===== src/pcs_count_bank.sv =====
/*
 * Package of shared constants for the pulse counter sampling scheduler,
 * and the pulse counter bank with atomic capture-and-clear.
 * Assumes pulse inputs are one-cycle pulses synchronous to clk.
 */
`timescale 1ns/1ns

package pcs_pkg;
	// ------------------------------------------------------------
	// Geometry
	// ------------------------------------------------------------
	localparam int NUM_TABLES = 3;
	localparam int NUM_MODS = 4;
	localparam int CH_PER_MOD = 4;
	localparam int NUM_CH = NUM_MODS * CH_PER_MOD;
	localparam int CNT_W = 16;
	// ------------------------------------------------------------
	// Timing
	// ------------------------------------------------------------
	localparam int CLK_HZ = 100000000;
	localparam real TICK_S = 0.1;
	localparam real MOD_SERVICE_MS = 0.6;
	localparam int TICK_CYCLES = int'(TICK_S * CLK_HZ);
	localparam int MOD_CYCLES = int'(MOD_SERVICE_MS * CLK_HZ / 1000.0);
	localparam logic [CNT_W-1:0] CNT_ZERO = 16'h0000;
	localparam logic [CNT_W-1:0] CNT_ONE = 16'h0001;
endpackage

module pcs_count_bank (
	// Clock and reset
	input wire logic clk,
	input wire logic sys_rst,
	// Pulse inputs and channel enables
	input wire logic [pcs_pkg::NUM_CH-1:0] pulseIn,
	input wire logic [pcs_pkg::NUM_CH-1:0] chanActive,
	// One-hot module capture strobe
	input wire logic [pcs_pkg::NUM_MODS-1:0] captureMod,
	// Captured counts, channel c at bits c*CNT_W
	output logic [pcs_pkg::NUM_CH*pcs_pkg::CNT_W-1:0] snapCount
);
	genvar c;
	generate
		for (c = 0; c < pcs_pkg::NUM_CH; c++) begin : gCh
			logic [pcs_pkg::CNT_W-1:0] cnt_q;
			logic grab;
			logic hit;
			assign grab = captureMod[c / pcs_pkg::CH_PER_MOD];
			assign hit = pulseIn[c] & chanActive[c];
			// atomic grab: a pulse in the capture cycle starts the new interval
			always_ff @(posedge clk or posedge sys_rst) begin
				if (sys_rst) begin
					cnt_q <= pcs_pkg::CNT_ZERO;
				end else if (grab) begin
					cnt_q <= hit ? pcs_pkg::CNT_ONE : pcs_pkg::CNT_ZERO;
				end else if (hit) begin
					cnt_q <= cnt_q + pcs_pkg::CNT_ONE;
				end
			end
			always_ff @(posedge clk or posedge sys_rst) begin
				if (sys_rst) begin
					snapCount[c*pcs_pkg::CNT_W +: pcs_pkg::CNT_W] <= pcs_pkg::CNT_ZERO;
				end else if (grab) begin
					snapCount[c*pcs_pkg::CNT_W +: pcs_pkg::CNT_W] <=
						chanActive[c] ? cnt_q : pcs_pkg::CNT_ZERO;
				end
			end
		end
	endgenerate
endmodule // pcs_count_bank


===== src/pcs_scheduler.sv =====
/*
 * Pulse counter sampling scheduler: 0.1 s tick, table priority, module
 * order, 0.6 ms per module service, overrun flag and sample substitution.
 * Assumes the table sequencer reports which tables are due, which are still
 * running, and which modules each table references.
 */
// Contract
// - Each execution of a table with a pulse instruction reads then clears its counters.
// - Tables are checked for being due once every tenth of a second.
// - Active channels of referenced modules are captured before the table starts.
// - A delayed table has its capture deferred to the next interval, never taken late.
// - Every execution overrun lights the decimal point under the display colon.
// - When configured, a count captured over an overrun is replaced by the previous count.
// - Simultaneously due tables are served from table one downward.
// - Within a table modules are served in ascending order, one through four.
// - Each module capture takes about 0.6 ms, offsetting the next module.

`timescale 1ns/1ns

module pcs_scheduler #(
	parameter int TickCycles = pcs_pkg::TICK_CYCLES,
	parameter int ModCycles = pcs_pkg::MOD_CYCLES
) (
	// Clock and reset
	input wire logic clk,
	input wire logic sys_rst,
	// Sensor pulses and channel enables
	input wire logic [pcs_pkg::NUM_CH-1:0] pulseIn,
	input wire logic [pcs_pkg::NUM_CH-1:0] chanActive,
	// Table sequencer status; due and running sampled on the tick, module masks also read at table selection
	input wire logic [pcs_pkg::NUM_TABLES-1:0] tableDue,
	input wire logic [pcs_pkg::NUM_TABLES-1:0] tableRunning,
	input wire logic [pcs_pkg::NUM_TABLES*pcs_pkg::NUM_MODS-1:0] tableModMask,
	// Per-module discard-on-overrun configuration
	input wire logic [pcs_pkg::NUM_MODS-1:0] discardOnOverrun,
	// Display overrun point
	input wire logic overrunAck,
	output logic overrunDp,
	// Scheduler tick and table start
	output logic schedTick,
	output logic tableStart,
	output logic [1:0] tableStartId,
	// Samples
	output logic sampleValid,
	output logic [1:0] sampleMod,
	output logic sampleOverrun,
	output logic [pcs_pkg::NUM_CH*pcs_pkg::CNT_W-1:0] sampleCount
);
	// ------------------------------------------------------------
	// Helpers
	// ------------------------------------------------------------
	function automatic logic [1:0] lowestIdx(input logic [3:0] m);
		lowestIdx = 2'h0;
		for (int i = pcs_pkg::NUM_MODS - 1; i >= 0; i--) begin
			if (m[i]) begin
				lowestIdx = 2'(i);
			end
		end
	endfunction

	typedef enum logic [2:0] {
		S_IDLE,
		S_SELECT,
		S_CAPTURE,
		S_WAIT,
		S_START
	} pcs_state_e;

	localparam int MOD_SPAN = pcs_pkg::CH_PER_MOD * pcs_pkg::CNT_W;
	localparam logic [31:0] TICK_LAST = 32'(TickCycles - 1);
	localparam logic [31:0] MOD_LAST = 32'(ModCycles - 1);

	pcs_state_e state_q;
	logic [31:0] tickCnt_q;
	logic [31:0] waitCnt_q;
	logic [pcs_pkg::NUM_TABLES-1:0] pend_q;
	logic [pcs_pkg::NUM_TABLES-1:0] pendClr;
	logic [pcs_pkg::NUM_TABLES-1:0] ovrTables;
	logic [1:0] curTable_q;
	logic [1:0] curMod_q;
	logic [pcs_pkg::NUM_MODS-1:0] modLeft_q;
	logic [pcs_pkg::NUM_MODS-1:0] modOvr_q;
	logic [pcs_pkg::NUM_MODS-1:0] ovrMods;
	logic [pcs_pkg::NUM_MODS-1:0] captureMod;
	logic latch_q;
	logic [pcs_pkg::NUM_CH*pcs_pkg::CNT_W-1:0] snapCount;

	// ------------------------------------------------------------
	// Tick divider
	// ------------------------------------------------------------
	// tenth-second tick
	always_ff @(posedge clk or posedge sys_rst) begin
		if (sys_rst) begin
			tickCnt_q <= 32'h00000000;
		end else if (tickCnt_q == TICK_LAST) begin
			tickCnt_q <= 32'h00000000;
		end else begin
			tickCnt_q <= tickCnt_q + 32'h00000001;
		end
	end
	assign schedTick = (tickCnt_q == TICK_LAST);

	// ------------------------------------------------------------
	// Due tables and overruns
	// ------------------------------------------------------------
	// running table is an overrun and is not queued
	assign ovrTables = schedTick ? (tableDue & tableRunning) : 3'h0;
	assign pendClr = (state_q == S_START) ? 3'(1 << curTable_q) : 3'h0;

	always_comb begin
		ovrMods = 4'h0;
		for (int t = 0; t < pcs_pkg::NUM_TABLES; t++) begin
			if (ovrTables[t]) begin
				ovrMods = ovrMods | tableModMask[t*pcs_pkg::NUM_MODS +: pcs_pkg::NUM_MODS];
			end
		end
	end

	// queue due tables; new demand wins over clear
	always_ff @(posedge clk or posedge sys_rst) begin
		if (sys_rst) begin
			pend_q <= 3'h0;
		end else begin
			pend_q <= (pend_q & ~pendClr) | (schedTick ? (tableDue & ~tableRunning) : 3'h0);
		end
	end

	// sticky display point, set wins over ack
	always_ff @(posedge clk or posedge sys_rst) begin
		if (sys_rst) begin
			overrunDp <= 1'b0;
		end else if (|ovrTables) begin
			overrunDp <= 1'b1;
		end else if (overrunAck) begin
			overrunDp <= 1'b0;
		end
	end

	// mark modules whose next sample spans an overrun
	always_ff @(posedge clk or posedge sys_rst) begin
		if (sys_rst) begin
			modOvr_q <= 4'h0;
		end else begin
			modOvr_q <= (modOvr_q & ~captureMod) | ovrMods;
		end
	end

	// ------------------------------------------------------------
	// Service sequencer
	// ------------------------------------------------------------
	always_ff @(posedge clk or posedge sys_rst) begin
		if (sys_rst) begin
			state_q <= S_IDLE;
			curTable_q <= 2'h0;
			curMod_q <= 2'h0;
			modLeft_q <= 4'h0;
			waitCnt_q <= 32'h00000000;
		end else begin
			case (state_q)
				S_IDLE: begin
					if (|pend_q) begin
						curTable_q <= lowestIdx({1'b0, pend_q});
						modLeft_q <= tableModMask[lowestIdx({1'b0, pend_q})*pcs_pkg::NUM_MODS
							+: pcs_pkg::NUM_MODS];
						state_q <= S_SELECT;
					end
				end
				S_SELECT: begin
					if (modLeft_q == 4'h0) begin
						state_q <= S_START;
					end else begin
						curMod_q <= lowestIdx(modLeft_q);
						state_q <= S_CAPTURE;
					end
				end
				S_CAPTURE: begin
					modLeft_q <= modLeft_q & ~captureMod;
					waitCnt_q <= 32'h00000000;
					state_q <= S_WAIT;
				end
				S_WAIT: begin
					if (waitCnt_q >= MOD_LAST) begin
						state_q <= S_SELECT;
					end else begin
						waitCnt_q <= waitCnt_q + 32'h00000001;
					end
				end
				S_START: begin
					state_q <= S_IDLE;
				end
				default: begin
					state_q <= S_IDLE;
				end
			endcase
		end
	end

	// capture strobe for the module being served
	assign captureMod = (state_q == S_CAPTURE) ? 4'(1 << curMod_q) : 4'h0;
	// table released only after its modules are captured
	assign tableStart = (state_q == S_START);
	assign tableStartId = curTable_q;

	pcs_count_bank uBank (
		.clk(clk),
		.sys_rst(sys_rst),
		.pulseIn(pulseIn),
		.chanActive(chanActive),
		.captureMod(captureMod),
		.snapCount(snapCount)
	);

	// ------------------------------------------------------------
	// Sample output
	// ------------------------------------------------------------
	always_ff @(posedge clk or posedge sys_rst) begin
		if (sys_rst) begin
			latch_q <= 1'b0;
			sampleValid <= 1'b0;
			sampleMod <= 2'h0;
			sampleOverrun <= 1'b0;
		end else begin
			latch_q <= (state_q == S_CAPTURE);
			sampleValid <= latch_q;
			if (state_q == S_CAPTURE) begin
				sampleMod <= curMod_q;
				sampleOverrun <= modOvr_q[curMod_q];
			end
		end
	end

	// keep the previous count when the sample spans an overrun and discardOnOverrun is set for its module
	always_ff @(posedge clk or posedge sys_rst) begin
		if (sys_rst) begin
			sampleCount <= '0;
		end else if (latch_q && !(sampleOverrun && discardOnOverrun[sampleMod])) begin
			sampleCount[sampleMod*MOD_SPAN +: MOD_SPAN] <= snapCount[sampleMod*MOD_SPAN +: MOD_SPAN];
		end
	end
endmodule // pcs_scheduler


===== config.mk =====
export PLATFORM = sky130hd
export DESIGN_NAME = pcs_scheduler
export DESIGN_NICKNAME = d
export VERILOG_FILES = /design/src/pcs_count_bank.sv /design/src/pcs_scheduler.sv
export SDC_FILE = /design/constraint.sdc
export NUM_CORES = 2
export LEC_CHECK = 0
export ABC_CLOCK_PERIOD_IN_PS = 44800
export BUFFER_PORTS_ARGS = -buffer_cell sky130_fd_sc_hd__buf_2
export CAP_MARGIN = 20
export CORE_ASPECT_RATIO = 0.8
export CORE_MARGIN = 5
export CORE_UTILIZATION = 49
export CTS_CLUSTER_DIAMETER = 40
export DETAILED_ROUTE_END_ITERATION = 6
export GPL_TIMING_DRIVEN = 1
export PLACE_DENSITY_LB_ADDON = 0.08
export SLEW_MARGIN = 0
export SYNTH_ARGS = -nofsm -noshare
export SYNTH_HDL_FRONTEND = slang
export SYNTH_HIERARCHICAL = 1
export SYNTH_SLANG_ARGS = --single-unit
export TNS_END_PERCENT = 1

===== constraint.sdc =====
create_clock -name clk -period 44.8 [get_ports clk]
set_clock_uncertainty 0.05 [all_clocks]
set_input_delay 13.44 -clock clk [delete_from_list [all_inputs] [get_ports clk]]
set_output_delay 13.44 -clock clk [all_outputs]
set_load 0.005 [all_outputs]

# Word level (Yosys, flattened, before mapping)
# Index checks and enable logic that the tools add are counted.
dict set report totals {
  latch_bits 0
  mem_count 0
  wordCells 238
  in_bits 57
  romBits 0
  reg_bits 856
  out_inout_bits 265
  mem_bits_rw 0
}
dict set report classes {
  reduce_logical 31
  eq_ne 8
  bitwise 29
  muxes 96
  shifts 6
  multipliers 0
  n_div 0
  n_addsub 19
  magnitude_cmp 3
}
# operator count
set ops {}
lappend ops {{$mux W16} 48}
lappend ops {{$add A16 B1 Y16 const B} 16}
lappend ops {{$bwmux W256} 1}
lappend ops {{$shift A64 B34 Y256 const A} 1}
lappend ops {{$shiftx A256 B9 Y64} 1}
lappend ops {{$shiftx A64 B34 Y256} 1}
lappend ops {{$add A32 B1 Y32 const B} 2}
lappend ops {{$mux W32} 2}
lappend ops {{$pmux W32 S2} 1}
lappend ops {{$reduce_bool A2 Y1} 19}
lappend ops {{$neg A8 Y34} 1}
lappend ops {{$eq A32 B24 Y1 const B} 1}
lappend ops {{$ge A32 B16 Y1 const B} 1}
lappend ops {{$mux W1} 20}
lappend ops {{$mux W4} 5}
lappend ops {{$mux W2} 9}
lappend ops {{$mux W3} 6}
lappend ops {{$and A1 B1 Y1} 16}
lappend ops {{$or A4 B4 Y4} 3}
lappend ops {{$pmux W3 S4} 1}
lappend ops {{$shiftx A12 B5 Y4} 1}
lappend ops {{$reduce_and A2 Y1} 5}
lappend ops {{$and A3 B3 Y3} 3}
lappend ops {{$and A4 B4 Y4} 2}
lappend ops {{18 further kinds} 26}

# Logic depth before layout (Yosys ltp)
dict set report logic_depth {
  word_depth 8
  depth_mapped 11
  ltp_nobuf 9
}

# By module
# The synthesis kept the hierarchy.
# mod cells_each n_inst seq_area_each_um2 area_per_inst_um2
set modules_own_cells {}
lappend modules_own_cells {pcs_count_bank 2476 1 12812.3 23133.4}
lappend modules_own_cells {pcs_scheduler 1628 1 8608.3 15960.3}

# Worst setup path after synthesis
# Ideal clock, no wire load.
dict set report synth_path {
  path_kind {register to output}
  startpoint {register tickCnt_q[17]}
  endpoint {output port schedTick}
  setup_slack_ps 29847
  arrival_ps 1463
  stages_incl_launch_ff 4
  t_required_ps 31310
  n_path_buf 1
  cell_sequence {dfrtp_1 > or4b_1 > nor4_1 > buf_2}
}
dict set report synth_between {
  elab_chain_len 1
}
# item line
set synth_lines {}
lappend synth_lines {{start: declaration} pcs_scheduler.sv:74} ;# logic [31:0] tickCnt_q;
lappend synth_lines {{start signal: assignment} pcs_scheduler.sv:98} ;# tickCnt_q <= tickCnt_q + 32'h00000001;
lappend synth_lines {{$eq A32 B24 Y1} pcs_scheduler.sv:101} ;# assign schedTick = (tickCnt_q == TICK_LAST);
lappend synth_lines {{end: declaration} pcs_scheduler.sv:40} ;# output logic schedTick,
# Every way passes these cells.

# Final worst setup path
dict set report layout_path {
  startpoint {register tickCnt_q[14]}
  endpoint {output port schedTick}
}
# Same word-level chain as after synthesis.

==> reports/metrics.csv <==
stage,metric,value,unit
routing,wl,104200,um
synth,ys_seq_area_frac,0.5479,
clocking,root_buffer,clkbuf_16,
routing,post_drt_via_cell_ratio,5.456,
power_and_ir_drop,pwr_density_cell,64.64,nW/um^2
timing,final-hold-violation-count,0,
clocking,cts.path.max_buffers,3,
outcome,status,completed,
synth,syn_nets,4184,
synth,syn_inst,4104,
grt,grt_max_degree,189,
grt,gr-total-overflow,0,
timing,fin_crit,16.00,ns
synth,synth-edff-count,0,
routing,drt_iter0_markers,2459,
min_path,hold_depth,0,
critical_path,reg2regPathDepth,10,
synth,synth_warnings,6,
timing,final-max-slew-violation-count,0,
critical_path,reg2reg_slack,40.87,ns
final_layout,final_nets,4414,
power_and_ir_drop,leakage,0.02014,uW
critical_path,slowest_stage,dfrtp_1,
placed_design,hpwl,70500,um
routing,ant_nets,0,
floorplanning,die-area,85570,sq um
timing,tns,0,ns
final_layout,final_util,0.5754,
critical_path,cp-start-kind,flip-flop,
critical_path,critPathBufInv,2,
final_layout,final_common_cell,dfrtp_1,
clocking,path_clk_slew,0.06,ns
critical_path,r2r_end,uBank/gCh[13].cnt_q[13],
timing,tightest_slew,1.089,ns
floorplanning,die_w,325.8,um
final_layout,area_growth,16.22,%
floorplanning,floorplan.initialDensity,0.4951,
floorplanning,rows,92,
critical_path,required,31.31,ns
critical_path,cp-startpoint,tickCnt_q[14],
synth,syn_area,39090,sq um
routing,wl_per_cell,19.04,um
synth,avgSynthCellArea,9.526,sq um
timing,slew_headroom,0.2740,
min_path,hold_end,sampleValid,
clocking,cts_hold_buf,0,
grt,grt_first_pass_wirelength,166000,um
clocking,clock-sinks,856,
routing,drc,0,
clocking,cts_max_level,3,
routing,via_count,29860,
floorplanning,die_h,262.6,um
placed_design,routabilityCongestion,0.8146,
critical_path,crit_arrival,2.51,ns
clocking,cts_resized,0,
synth,synth-async-reset-ratio,1.000,
grt,grt_pass1_vias,28400,
power_and_ir_drop,worst_ir_drop_vdd,0.00004297,V
job,drv_cap,0,
final_layout,mostFrequentLayoutCells,"dfrtp_1 (854), nand2_1 (672), o21ai_0 (472)",
grt,grt_antenna_before_repair,11,
clocking,postCtsSetupBuffers,0,
timing,setup_viol,0,
critical_path,cp_top_family,simple AND/OR/NAND/NOR gates,
clocking,cts_tree,done,
min_path,holdCritPathClass,flip-flop to flip-flop,
clocking,cts_buffers,119,
synth,ys_ff_latch,856,
critical_path,critical_path.max_fanout,19,
grt,grtUsageTotal,0.2404,
synth,synth.distinct_cells,66,
placed_design,numPortBuffers,321,
final_layout,drive_gt1_frac,0.1566,
timing,period_share,0.3572,
critical_path,crit_path_cell_trace,"nor4b_1, nand4_1, nor4_2, buf_4, buf_2",
power_and_ir_drop,fin_total_pwr,2937,uW
timing,rsz0062_at_grt,no,
critical_path,critPathKind,flip-flop to primary output,
critical_path,cp_slowest_stage_delay,0.43,ns
critical_path,reg2reg_from,state_q[2],
synth,synth_flop_cell,dfrtp_1,
floorplanning,core,78970,sq um
floorplanning,pin_count,322,
timing,max_freq,62.49,MHz
critical_path,worst_setup_path_end_kind,primary output,
min_path,worstHoldStart,latch_q,
clocking,clock_latency,0.68,ns
routing,first_pass_iters,5,
power breakdown:
part,internal [uW],switching [uW]
registers,1000,209
clock network,603,373
logic,272,478
total,1880,1060
synthesized netlist by cell type, types with 11 or more instances:
master | n | area (sq um)
a21oi_1 | 92 | 460.4
a31o_2 | 11 | 96.34
and2_1 | 11 | 68.82
and3_1 | 20 | 125.1
and4_1 | 26 | 227.7
buf_1 | 32 | 120.1
buf_2 | 36 | 180.2
buf_6 | 16 | 180.2
clkbuf_1 | 138 | 518.0
clkbuf_2 | 15 | 75.07
dfrtp_1 | 856 | 21420
ha_1 | 23 | 287.8
inv_1 | 315 | 1182
mux2_2 | 11 | 123.9
mux4_2 | 66 | 1486
nand2_1 | 676 | 2537
nand2b_1 | 11 | 68.82
nand3_1 | 359 | 1797
nand4_1 | 84 | 525.5
nor2_1 | 237 | 889.6
nor2b_1 | 50 | 312.8
nor3_1 | 60 | 300.3
nor4_1 | 52 | 325.3
o21ai_0 | 472 | 2362
o21ai_1 | 81 | 405.4
o31ai_1 | 11 | 82.58
or3_1 | 31 | 193.9
or4_1 | 11 | 82.58
xnor2_1 | 144 | 1261
xor2_1 | 66 | 578.1
worst reg2reg max path, cell delays in order, from the launching register on:
cell     delay (ns)
dfrtp_1        0.42
nor2_1         0.12
nand2_1        0.39
inv_2          0.16
nand3_1        0.32
inv_6          0.57
buf_4          0.52
a21oi_1        0.10
or3b_2         0.53
or4_1          0.52
a21oi_1        0.15
layout make-up:
cell class | count | area [sq um]
fill | 7034 | 33530
sequential | 856 | 21430
multi-input combinational | 2691 | 15460
clock buffer | 142 | 3196
timing repair buffer | 350 | 1859
tap | 1034 | 1294
inverter | 316 | 1206
clock inverter | 82 | 989.7
antenna | 1 | 2.502
cell families after synthesis:
kind of cell | count (synthesis) | share of synthesized area
adders and majority gates | 23 | 0.007361
and+or+nand+nor | 1677 | 0.2027
buffers and inverters | 557 | 0.05857
xor gates and xnor gates | 210 | 0.04705
AOI/OAI and AO/OA | 699 | 0.09394
muxes | 82 | 0.04247
DFF | 856 | 0.5479
sequential cells by signal, summed over array words and instances, names as in the netlist:
signal,count
pend_q,3
modOvr_q,4
tickCnt_q,32
tableStartId,2
latch_q,1
waitCnt_q,32
sampleCount,256
modLeft_q,4
uBank/snapCount,256
overrunDp,1
curMod_q,2
sampleOverrun,1
uBank/gCh.cnt_q,256
sampleValid,1
sampleMod,2
state_q,3
layer usage:
metal,vias to the layer above,share of wire,track usage,wire [um]
li1,14400,-,-,-
met1,14550,0.49,0.3744,50780
met2,742,0.42,0.3414,43930
met3,150,0.070,0.05966,7286
met4,18,0.020,0.05327,2077
met5,-,0.00099,0,103
worst max path at each step:
| stage | slack [ns] | to | depth (start not counted) |
|---|---|---|---|
| global route | 28.58 | schedTick | 5 |
| CTS | 28.71 | schedTick | 5 |
| finish | 28.80 | schedTick | 5 |
| floorplan | 17.01 | uBank/gCh[0].cnt_q[0] | 1 |
| global placement | 28.61 | uBank/gCh[6].cnt_q[8] | 4 |
| detailed placement | 28.64 | uBank/gCh[14].cnt_q[0] | 4 |
stage by stage:
step / instance area, sq um / hold slack (ns) / setup slack [ns] / cells
after floorplan: 39090 / 0.2971 / 17.01 / 4104
after global placement: 41240 / 0.3144 / 28.61 / 5246
after detailed placement: 41250 / 0.3218 / 28.64 / 5247
after CTS: 45430 / 0.3357 / 28.71 / 5471
after global routing: 45430 / 0.3581 / 28.58 / 5472
final: 45430 / 0.3358 / 28.80 / 5472
No activity file was read; power rests on OpenSTA's default activity.
